<file path="config.mk">
export PLATFORM = sky130hd
export DESIGN_NAME = cct_ctrl0
export DESIGN_NICKNAME = d
export VERILOG_FILES = /design/src/cct_pkg.sv /design/src/cct_ctrl0.sv
export SDC_FILE = /design/constraint.sdc
export NUM_CORES = 1
export LEC_CHECK = 0
export BUFFER_PORTS_ARGS = -buffer_cell sky130_fd_sc_hd__buf_2
export CAP_MARGIN = 20
export CORE_UTILIZATION = 45
export CTS_BUF_LIST = sky130_fd_sc_hd__clkbuf_2 sky130_fd_sc_hd__clkbuf_4 sky130_fd_sc_hd__clkbuf_8
export DETAILED_ROUTE_END_ITERATION = 8
export GPL_TIMING_DRIVEN = 0
export PLACE_DENSITY = 0.79
export SKIP_CTS_REPAIR_TIMING = 1
export SLEW_MARGIN = 20
export SYNTH_ARGS = -nofsm -noshare
export SYNTH_HDL_FRONTEND = slang
export SYNTH_SLANG_ARGS = --single-unit
</file>
<file path="constraint.sdc">
create_clock -name sys_clk -period 5 [get_ports sys_clk]
set_clock_uncertainty 0.15 [all_clocks]
set_input_delay 0.5 -clock sys_clk [delete_from_list [all_inputs] [get_ports sys_clk]]
set_output_delay 0.5 -clock sys_clk [all_outputs]
set_load 0.03 [all_outputs]
</file>
<file path="src/cct_pkg.sv">
// Package for the CAN control register 0 status and timer block
package cct_pkg;
    // ------------------------------------------------------------
    // Register map (word offsets on Avalon-MM)
    // ------------------------------------------------------------
    localparam logic [3:0] OFF_CTRL0    = 4'h0;
    localparam logic [3:0] OFF_IRQ_STAT = 4'h1;
    localparam logic [3:0] OFF_IRQ_MASK = 4'h2;
    localparam logic [3:0] OFF_TSTAMP   = 4'h3;
    localparam logic [3:0] OFF_TIMER    = 4'h4;
    localparam logic [3:0] OFF_STATUS   = 4'h5;

    // ------------------------------------------------------------
    // Control register 0 fields
    // ------------------------------------------------------------
    localparam int BIT_FRAME_RECEIVED_FLAG_F = 7;
    localparam int BIT_RECEIVER_ACTIVE_FLAG_F = 6;
    localparam int BIT_CSW_F   = 5;
    localparam int BIT_SYNC_F  = 4;
    localparam int BIT_TIME_F  = 3;
    localparam int BIT_WAKE_F  = 2;
    localparam int BIT_SLP_F   = 1;
    localparam int BIT_INIT_F  = 0;
    localparam logic [7:0] CTRL0_RESET = 8'h00;

    // Interrupt status bits
    localparam int IRQ_FRAME = 0;
    localparam int IRQ_STAMP = 1;
    localparam int IRQ_SYNC  = 2;
    localparam int IRQ_W     = 3;

    // Recessive bits needed before the controller counts as synchronized
    localparam int          IDLE_BITS     = 11;
    localparam logic [3:0]  IDLE_BITS_CNT = 4'(IDLE_BITS);
    localparam logic [15:0] TIMER_RESET   = 16'h0000;

    // Events from the CAN core
    typedef struct packed {
        logic bit_tick;
        logic rx_bit;
        logic rx_active;
        logic tx_active;
        logic frame_ok;
        logic ack_seen;
        logic bus_off;
        logic loopback;
    } cct_core_t;

    // Timestamp write toward the message buffer
    typedef struct packed {
        logic        wr;
        logic [15:0] stamp;
    } cct_stamp_t;
endpackage : cct_pkg

</file>
<file path="src/cct_ctrl0.sv">
// CAN control register 0, all eight bits, bit timer and timestamp capture
`timescale 1ns/1ps
`default_nettype none

// How it works
// RQ1: Init mode holds register at reset
// RQ2: Writable again once init fully left
// RQ3: Writes outside init; init request always
// RQ4: Valid received frame sets frame flag
// RQ5: Frame flag cleared only by writing one
// RQ6: Frame/active flags meaningless in loopback
// RQ7: Receiver active while receiving, not transmitting
// RQ8: Stop-in-wait gates bus interface clocks
// RQ9: Only controller drives synchronized flag
// RQ10: Timer enable runs 16-bit bit counter
// RQ11: Acked message gets timestamp in buffer
// RQ12: Disabled timer clears counter
// RQ13: Timer enable forced low in init
// RQ14: Acknowledge init after request
// RQ15: Resync after eleven recessive bits
// RQ16: Wait or stop forces transmit recessive; code forces it on wait only while stop-in-wait is set
// RQ17: Writes to read-only flags ignored
// RQ18: Stamp is counter at acknowledge
module cct_ctrl0
    import cct_pkg::*;
(
    // Clock and reset
    input  wire logic        sys_clk,
    input  wire logic        sys_rst,
    // Avalon-MM slave
    input  wire logic [3:0]  avs_address,
    input  wire logic        avs_read,
    input  wire logic        avs_write,
    input  wire logic [31:0] avs_writedata,
    output logic      [31:0] avs_readdata,
    output logic             avs_waitrequest,
    // CAN core side
    input  wire cct_core_t   core_in,
    input  wire logic        tx_from_core,
    input  wire logic        cpu_wait,
    input  wire logic        cpu_stop,
    output logic             transmit_pin,
    output cct_stamp_t       stamp_out,
    // Mode outputs
    output logic             init_mode_acknowledge,
    output logic             bus_clk_gate_off,
    output logic             irq
);
    // ------------------------------------------------------------
    // State
    // ------------------------------------------------------------
    logic [7:0]  ctrl_q;
    logic        ack_q;
    logic        sync_q;
    logic [3:0]  idle_q;
    logic [15:0] timer_q;
    logic [15:0] stamp_q;
    logic [IRQ_W-1:0] stat_q;
    logic [IRQ_W-1:0] mask_q;
    logic        rd_pend_q;
    logic        gate_q;
    logic        tx_q;
    logic        irq_q;
    logic [31:0] rdata_q;
    logic        stwr_q;

    // ------------------------------------------------------------
    // Decode
    // ------------------------------------------------------------
    // One register select, shared by every write strobe
    function automatic logic addr_is(input logic [3:0] a, input logic [3:0] off);
        logic hit;
        hit = (a == off);
        return hit;
    endfunction

    wire         in_init  = ctrl_q[BIT_INIT_F] & ack_q;
    wire         gated    = ctrl_q[BIT_CSW_F] & cpu_wait;             // RQ8
    wire         acc      = (avs_read | avs_write) & ~gated;
    wire         wr_hit   = avs_write & acc & ~rd_pend_q;
    wire         wr_ctrl  = wr_hit & addr_is(avs_address, OFF_CTRL0);
    wire         wr_stat  = wr_hit & addr_is(avs_address, OFF_IRQ_STAT);
    wire         wr_mask  = wr_hit & addr_is(avs_address, OFF_IRQ_MASK);
    wire [7:0]   wd       = avs_writedata[7:0];
    wire         lb       = core_in.loopback;
    // Loopback makes receive status meaningless, so keep it quiet
    wire         frame_ev = core_in.frame_ok & ~lb & ~in_init;          // RQ4 RQ6
    wire         rx_act   = core_in.rx_active & ~core_in.tx_active & ~lb & ~in_init; // RQ7 RQ6
    wire         stamp_ev = ctrl_q[BIT_TIME_F] & core_in.ack_seen;     // RQ11
    wire         sync_ev  = ~sync_q & (idle_q == IDLE_BITS_CNT - 4'h1) & core_in.bit_tick & core_in.rx_bit;
    wire         clr_frm  = wr_ctrl & ~in_init & wd[BIT_FRAME_RECEIVED_FLAG_F];      // RQ5

    // Next value of the writable control bits
    logic [7:0] ctrl_d;
    always_comb
    begin
        ctrl_d = ctrl_q;
        if (wr_ctrl)
        begin
            ctrl_d[BIT_INIT_F] = wd[BIT_INIT_F];                       // RQ3
            if (!in_init)                                              // RQ2 RQ3
            begin
                ctrl_d[BIT_CSW_F]  = wd[BIT_CSW_F];
                ctrl_d[BIT_TIME_F] = wd[BIT_TIME_F];
                ctrl_d[BIT_WAKE_F] = wd[BIT_WAKE_F];
                ctrl_d[BIT_SLP_F]  = wd[BIT_SLP_F];
            end
        end
        // Set wins over a same-cycle clear
        ctrl_d[BIT_FRAME_RECEIVED_FLAG_F] = frame_ev | (ctrl_q[BIT_FRAME_RECEIVED_FLAG_F] & ~clr_frm); // RQ4 RQ5
        ctrl_d[BIT_RECEIVER_ACTIVE_FLAG_F] = rx_act;                                  // RQ7 RQ17
        ctrl_d[BIT_SYNC_F]  = sync_q;                                  // RQ9 RQ17
        if (in_init)
        begin
            // Everything but wake, sleep and init request to reset
            ctrl_d[BIT_FRAME_RECEIVED_FLAG_F] = CTRL0_RESET[BIT_FRAME_RECEIVED_FLAG_F];            // RQ1
            ctrl_d[BIT_RECEIVER_ACTIVE_FLAG_F] = CTRL0_RESET[BIT_RECEIVER_ACTIVE_FLAG_F];            // RQ1
            ctrl_d[BIT_CSW_F]   = CTRL0_RESET[BIT_CSW_F];              // RQ1
            ctrl_d[BIT_SYNC_F]  = CTRL0_RESET[BIT_SYNC_F];             // RQ1
            ctrl_d[BIT_TIME_F]  = 1'b0;                                // RQ13
        end
    end

    // ------------------------------------------------------------
    // Register file and mode handshake
    // ------------------------------------------------------------
    always_ff @(posedge sys_clk or posedge sys_rst)
    begin
        if (sys_rst)
        begin
            ctrl_q <= CTRL0_RESET;
            ack_q  <= 1'b0;
        end
        else
        begin
            ctrl_q <= ctrl_d;
            ack_q  <= ctrl_d[BIT_INIT_F];                              // RQ14
        end
    end

    // ------------------------------------------------------------
    // Bus synchronization
    // ------------------------------------------------------------
    always_ff @(posedge sys_clk or posedge sys_rst)
    begin
        if (sys_rst)
        begin
            sync_q <= 1'b0;
            idle_q <= 4'h0;
        end
        else if (in_init || ctrl_q[BIT_INIT_F] || core_in.bus_off)
        begin
            // Bus-off recovery is the core's job; stay unsynchronized
            sync_q <= 1'b0;
            idle_q <= 4'h0;
        end
        else if (!sync_q && core_in.bit_tick)
        begin
            if (sync_ev)
            begin
                sync_q <= 1'b1;                                        // RQ15 RQ9
            end
            idle_q <= core_in.rx_bit ? idle_q + 4'h1 : 4'h0;           // RQ15
        end
    end

    // ------------------------------------------------------------
    // Bit timer and timestamp
    // ------------------------------------------------------------
    always_ff @(posedge sys_clk or posedge sys_rst)
    begin
        if (sys_rst)
        begin
            timer_q <= TIMER_RESET;
        end
        else if (!ctrl_q[BIT_TIME_F])
        begin
            timer_q <= TIMER_RESET;                                    // RQ12
        end
        else if (core_in.bit_tick)
        begin
            timer_q <= timer_q + 16'h0001;                             // RQ10
        end
    end

    // Stamp keeps the count as it stood when the acknowledge came
    always_ff @(posedge sys_clk or posedge sys_rst)
    begin
        if (sys_rst)
        begin
            stamp_q <= TIMER_RESET;
            stwr_q  <= 1'b0;
        end
        else
        begin
            stwr_q <= stamp_ev;                                        // RQ11
            if (stamp_ev)
            begin
                stamp_q <= timer_q;                                    // RQ18
            end
        end
    end

    // ------------------------------------------------------------
    // Interrupts
    // ------------------------------------------------------------
    wire [IRQ_W-1:0] ev_vec = {sync_ev, stamp_ev, frame_ev};
    wire [IRQ_W-1:0] clr_v  = wr_stat ? avs_writedata[IRQ_W-1:0] : '0;
    wire [IRQ_W-1:0] mask_d = wr_mask ? avs_writedata[IRQ_W-1:0] : mask_q;
    wire [IRQ_W-1:0] stat_d;

    genvar g;
    generate
        for (g = 0; g < IRQ_W; g++)
        begin : g_stat
            // Set wins over a same-cycle clear
            assign stat_d[g] = ev_vec[g] | (stat_q[g] & ~clr_v[g]);
        end
    endgenerate

    always_ff @(posedge sys_clk or posedge sys_rst)
    begin
        if (sys_rst)
        begin
            stat_q <= '0;
            mask_q <= '0;
        end
        else
        begin
            stat_q <= stat_d;
            mask_q <= mask_d;
        end
    end

    // Built from next values so irq moves with the status flops
    always_ff @(posedge sys_clk or posedge sys_rst)
    begin
        if (sys_rst)
        begin
            irq_q <= 1'b0;
        end
        else
        begin
            irq_q <= |(stat_d & mask_d);
        end
    end

    // ------------------------------------------------------------
    // Bus answer and pins
    // ------------------------------------------------------------
    // Reads take one wait cycle so the data leaves a flip-flop
    logic [31:0] rd_mux;
    always_comb
    begin
        rd_mux = 32'h0000_0000;
        unique case (avs_address)
            OFF_CTRL0:    rd_mux = {24'h000000, ctrl_q};
            OFF_IRQ_STAT: rd_mux = {29'h00000000, stat_q};
            OFF_IRQ_MASK: rd_mux = {29'h00000000, mask_q};
            OFF_TSTAMP:   rd_mux = {16'h0000, stamp_q};
            OFF_TIMER:    rd_mux = {16'h0000, timer_q};
            OFF_STATUS:   rd_mux = {30'h00000000, sync_q, ack_q};
            default:      rd_mux = 32'h0000_0000;
        endcase
    end

    wire         rd_take  = avs_read & acc & ~rd_pend_q;

    always_ff @(posedge sys_clk or posedge sys_rst)
    begin
        if (sys_rst)
        begin
            rd_pend_q <= 1'b0;
            rdata_q   <= 32'h0000_0000;
        end
        else
        begin
            rd_pend_q <= rd_take;
            if (rd_take)
            begin
                rdata_q <= rd_mux;
            end
        end
    end

    // Gate follows wait only while stop-in-wait is set
    always_ff @(posedge sys_clk or posedge sys_rst)
    begin
        if (sys_rst)
        begin
            gate_q <= 1'b0;
        end
        else
        begin
            gate_q <= gated;                                           // RQ8
        end
    end

    // Recessive on wait-with-stop, stop, or init request
    always_ff @(posedge sys_clk or posedge sys_rst)
    begin
        if (sys_rst)
        begin
            tx_q <= 1'b1;
        end
        else
        begin
            tx_q <= gated | cpu_stop | ctrl_q[BIT_INIT_F] | tx_from_core; // RQ16
        end
    end

    assign avs_readdata          = rdata_q;
    assign avs_waitrequest       = ~(rd_pend_q | (avs_write & acc & ~rd_pend_q));
    assign transmit_pin          = tx_q;
    assign stamp_out             = '{wr: stwr_q, stamp: stamp_q};
    assign init_mode_acknowledge = ack_q;
    assign bus_clk_gate_off      = gate_q;
    assign irq                   = irq_q;
endmodule // cct_ctrl0

`default_nettype wire

</file>
Word-level counts from Yosys, hierarchy flattened
Index checks and enable logic that the tools add are counted.

Flip-flop bits (word level): 89. Input port bits: 51. Output and inout bits: 54.

Add/subtract/negate cells: 2. Eq/ne operators: 7. Mux-type cells: 15. Bitwise logic cells: 46. Reductions and logical operators: 11.

Operators with widths (count): 16-bit case mux with 6 select lines (1); 16-bit two-way mux (2); 1-bit bitwise AND (25); 16-bit by 1-bit adder with 16-bit output, second input constant (1); 4-bit two-way mux (4); 1-bit inverter (11); 3-bit two-way mux (3); 1-bit bitwise OR (9); 4-bit by 2-bit equality test with 1-bit output, second input constant (2); 4-bit by 3-bit equality test with 1-bit output, second input constant (2); 2-bit nonzero test (3); 5-bit two-way mux (1); 4-bit by 1-bit adder with 4-bit output, second input constant (1); 4-bit by 1-bit equality test with 1-bit output, second input constant (1); 4-bit equality test, second input constant (1); 4-bit zero test (1); 1-bit two-way mux (4); 2-bit AND reduction (2); 3-bit bitwise AND (1); 3-bit OR reduction (1); 1-bit logical OR (2); 2-bit inequality test, second input constant (1); 1-bit logical AND (1); 1-bit zero test (1).

Depth between registers and ports, before layout
Depth after elaboration: 12. Gate-level depth with buffers: 7. Depth with buffers taken out: 6.

Least setup slack after synthesis
Ideal clock, no wire load.

Kind: input port to flip-flop. Start: in core_in[7] (netlist name). End: reg timer_q[15]. Library setup time: 0.078 ns. Data arrival time: 1.917 ns. Required time: 4.772 ns. Setup slack: 2.854 ns. Cell stages on the path: 6. Cell sequence: buf_2 nor2b_1 or4_1 buf_2 or4_1 a21oi_1.

Cells in the longest elaborated chain, start to end: 1.

RTL lines: from (decl) (RTL line cct_ctrl0.sv:38) `input wire cct_core_t core_in,`; 2-bit inequality test (no source line); to (signal assigned) (RTL line cct_ctrl0.sv:182) `timer_q <= timer_q + 16'h0001;`; to (decl) (RTL line cct_ctrl0.sv:56) `logic [15:0] timer_q;`.

No other way between the ends. A chain may end at the register's enable or synchronous reset.

Final worst setup path
Start: reg timer_q[1]. End: reg timer_q[14].

Cells in the longest elaborated chain, start to end: 3.

RTL lines: 16-bit by 1-bit adder with 16-bit output (RTL line cct_ctrl0.sv:182); 16-bit two-way mux (RTL line cct_ctrl0.sv:180) `else if (core_in.bit_tick)`; 16-bit two-way mux (RTL line cct_ctrl0.sv:176) `else if (!ctrl_q[BIT_TIME_F])`.

No other way between the ends. The select of a mux whose other input is x is not followed.

==> results.ini <==
[layout]
final_net_count=474
syn_to_final_growth_pct=19.4
n_antenna_cell=0
drive_gt1_share_pct=29.6
fin_cells=524

[detailed_routing]
dr.pass1.iters=4
vias_per_cell=5.29
drcViolationCount=0
ant_nets=0
drt_iter0_markers=168
via_count=2774
wl_per_cell_um=15.1
routed_wl_mm=7.92

[floorplan]
core.rowCount=31
initial_core_util_pct=47.2
core-area_mm2=0.00733
pin_count=105
die_height_um=89.7
dieWidth_um=89.7
dieArea_mm2=0.00805

[placed_design]
numPortBuffers=58
dp_cells=508
place_hpwl_mm=5.84
gp_congestion=0.797

[synthesis]
synth_flop_cell=dfrtp_1
yosysSeqAreaShare_pct=52.1
synth_top_family_by_area=simple AND/OR/NAND/NOR gates
synthArstFlopShare_pct=100
synth_adder_area_share_pct=1.08
synth_area_per_cell_um2=10.3
yosysWarningCount=0
netlist_top_cells_area=dfrtp_1, mux2_2, o21ai_0, buf_4, nand2_1
muxShareOfSynthArea_pct=8.92
yosys-top-cells-count=dfrtp_1, nand2_1, o21ai_0
synth.ff_latch_count=72
yosys.area.top_type=dfrtp_1
syn_area_mm2=0.00346
synth.top_cell.area_share_pct=51.3
synthXorXnorAreaFrac_pct=2.02
synthSimpleGateAreaFrac_pct=14.8
synth_compound_area_share_pct=13.5
synthDistinctLibCells=50
synth.most_common_cell=dfrtp_1
post_synth_inst_count=335
synth-edff-count=0

[clock_network]
clkTransAtPathRegs_ns=0.08
cts_buffers=9
cts_tree=done
cts-root-buf=clkbuf_8
cts_sinks=72
htree_levels=3
clockBufferDepth=2
clock_latency_ns=0.35

[global_route]
antenna_found_initial=0
grt_usage_pct=21.2
grt_pass1_vias=2765
grt_pass1_wl_mm=13.4
overflow=0
grt_start_max_net_pins=39

[sta]
tightest_slew_ns=1.05
rsz0062_at_grt=no
setup_viol_count_final=0
fmax_mhz=455
tns_ns=0
min_period_over_period_pct=43.9
slew_viol_final=0
slew_headroom_pct=29.7
layout_min_cycle_time_ns=2.20
holdWs_ns=-0.000516
final-hold-violation-count=1

[setup_path]
crit_required_ns=5.13
critPathCaptureType=flip-flop
crit_type=reg2reg
arrival_ns=2.32
cp_max_fo=8
crit_path_start_kind=flip-flop

[power]
pwr-share-seq_pct=50.9
pwr_density_cell_mw_per_mm2=303
power.share.clock_pct=33.7
power.internal_mw=0.894
power_leakage_nw=2.01
switchingPower_mw=0.357
pwr-share-comb_pct=15.4
switching_share_pct=28.5
vdd_ir_drop_max_mv=0.119

[hold_path]
hp-class=in2async

[run]
cap_viol_max_count=0

[run_status]
status=finished, violations left
violations=hold timing

path summary, 6_finish.rpt:
path                                 start         endpoint  depth (start not counted)  slack (ns)
min in group sys_clk            core_in[4]        ctrl_q[6]                          2        0.16
min                                sys_rst        ctrl_q[2]                          2     -0.0005
max                             timer_q[1]      timer_q[14]                          6        2.80
max in group asynchronous          sys_rst      timer_q[13]                          3        4.15
min reg2reg                avs_readdata[4]  avs_readdata[4]                          2        0.33
max reg2reg                     timer_q[1]      timer_q[14]                          6        2.80
metal layers:
metal,GRT usage (%),part of all wire (%)
met1,28.1,45
met2,34.8,49
met3,2.71,4.6
met4,10.1,2.2
met5,0,0
kinds of logic (layout without fill, tap and decap cells):
family / Yosys count / after routing
simple gates: 98 / 98
flops: 72 / 72
xor+xnor: 8 / 8
compound gates: 75 / 75
other cells: 1 / 16
buf+inv: 51 / 126
mux: 27 / 27
fa+ha+maj: 3 / 3
placed cells by master, fill, tap and decap left out, types with 7 or more instances in the layout:
master    count
dfrtp_1      71
buf_2        60
nand2_1      32
o21ai_0      31
mux2_2       21
buf_4        17
conb_1       16
clkbuf_1     15
inv_1        15
nor2_1       14
a22oi_1      14
a21oi_1      12
clkbuf_8     10
nand4_1       7
registers in the layout (all words and copies together) (netlist names), 3 cells and up:
register / cells
idle_q: 4
avs_readdata: 16
timer_q: 16
mask_q: 3
ctrl_q: 8
stat_q: 3
stamp_q: 16
critical path, cell delays in order (launching register included):
cell	delay (ns)
dfrtp_1	0.45
ha_1	0.24
inv_1	0.04
or4_1	0.53
clkbuf_1	0.19
or3_1	0.38
a21oi_1	0.14
per-stage QoR:
stage	power, mW	utilization, %	setup WS (ns)	hold slack (ns)	cell area (um^2)
after floorplan	0.784	-	2.53	0.312	3520
after global placement	0.831	53.7	1.74	0.311	3930
after detailed placement	0.839	54.0	2.48	0.321	3960
after CTS	1.26	56.4	2.80	0.0186	4130
after global routing	1.30	56.4	2.65	0.0483	4130
final	1.25	56.4	2.80	-0.000516	4130
power groups by stage:
stage	sequential, mW	combinational (mW)	clock [mW]
floorplan	0.660	0.124	0
global placement	0.648	0.184	0
detailed placement	0.648	0.191	0
CTS	0.637	0.192	0.426
global route	0.641	0.211	0.452
finish	0.637	0.192	0.422
area by class of cell:
type / count / area, um^2
fillers: 632 / 3200
flip-flops and latches: 72 / 1800
multi-input cells: 227 / 1460
repair buffers: 59 / 310
plain buffers: 34 / 194
clock buffers: 13 / 160
well taps: 99 / 124
inverters: 17 / 66.3
clock inverters: 3 / 17.5
(Power assumes the default switching activity.)
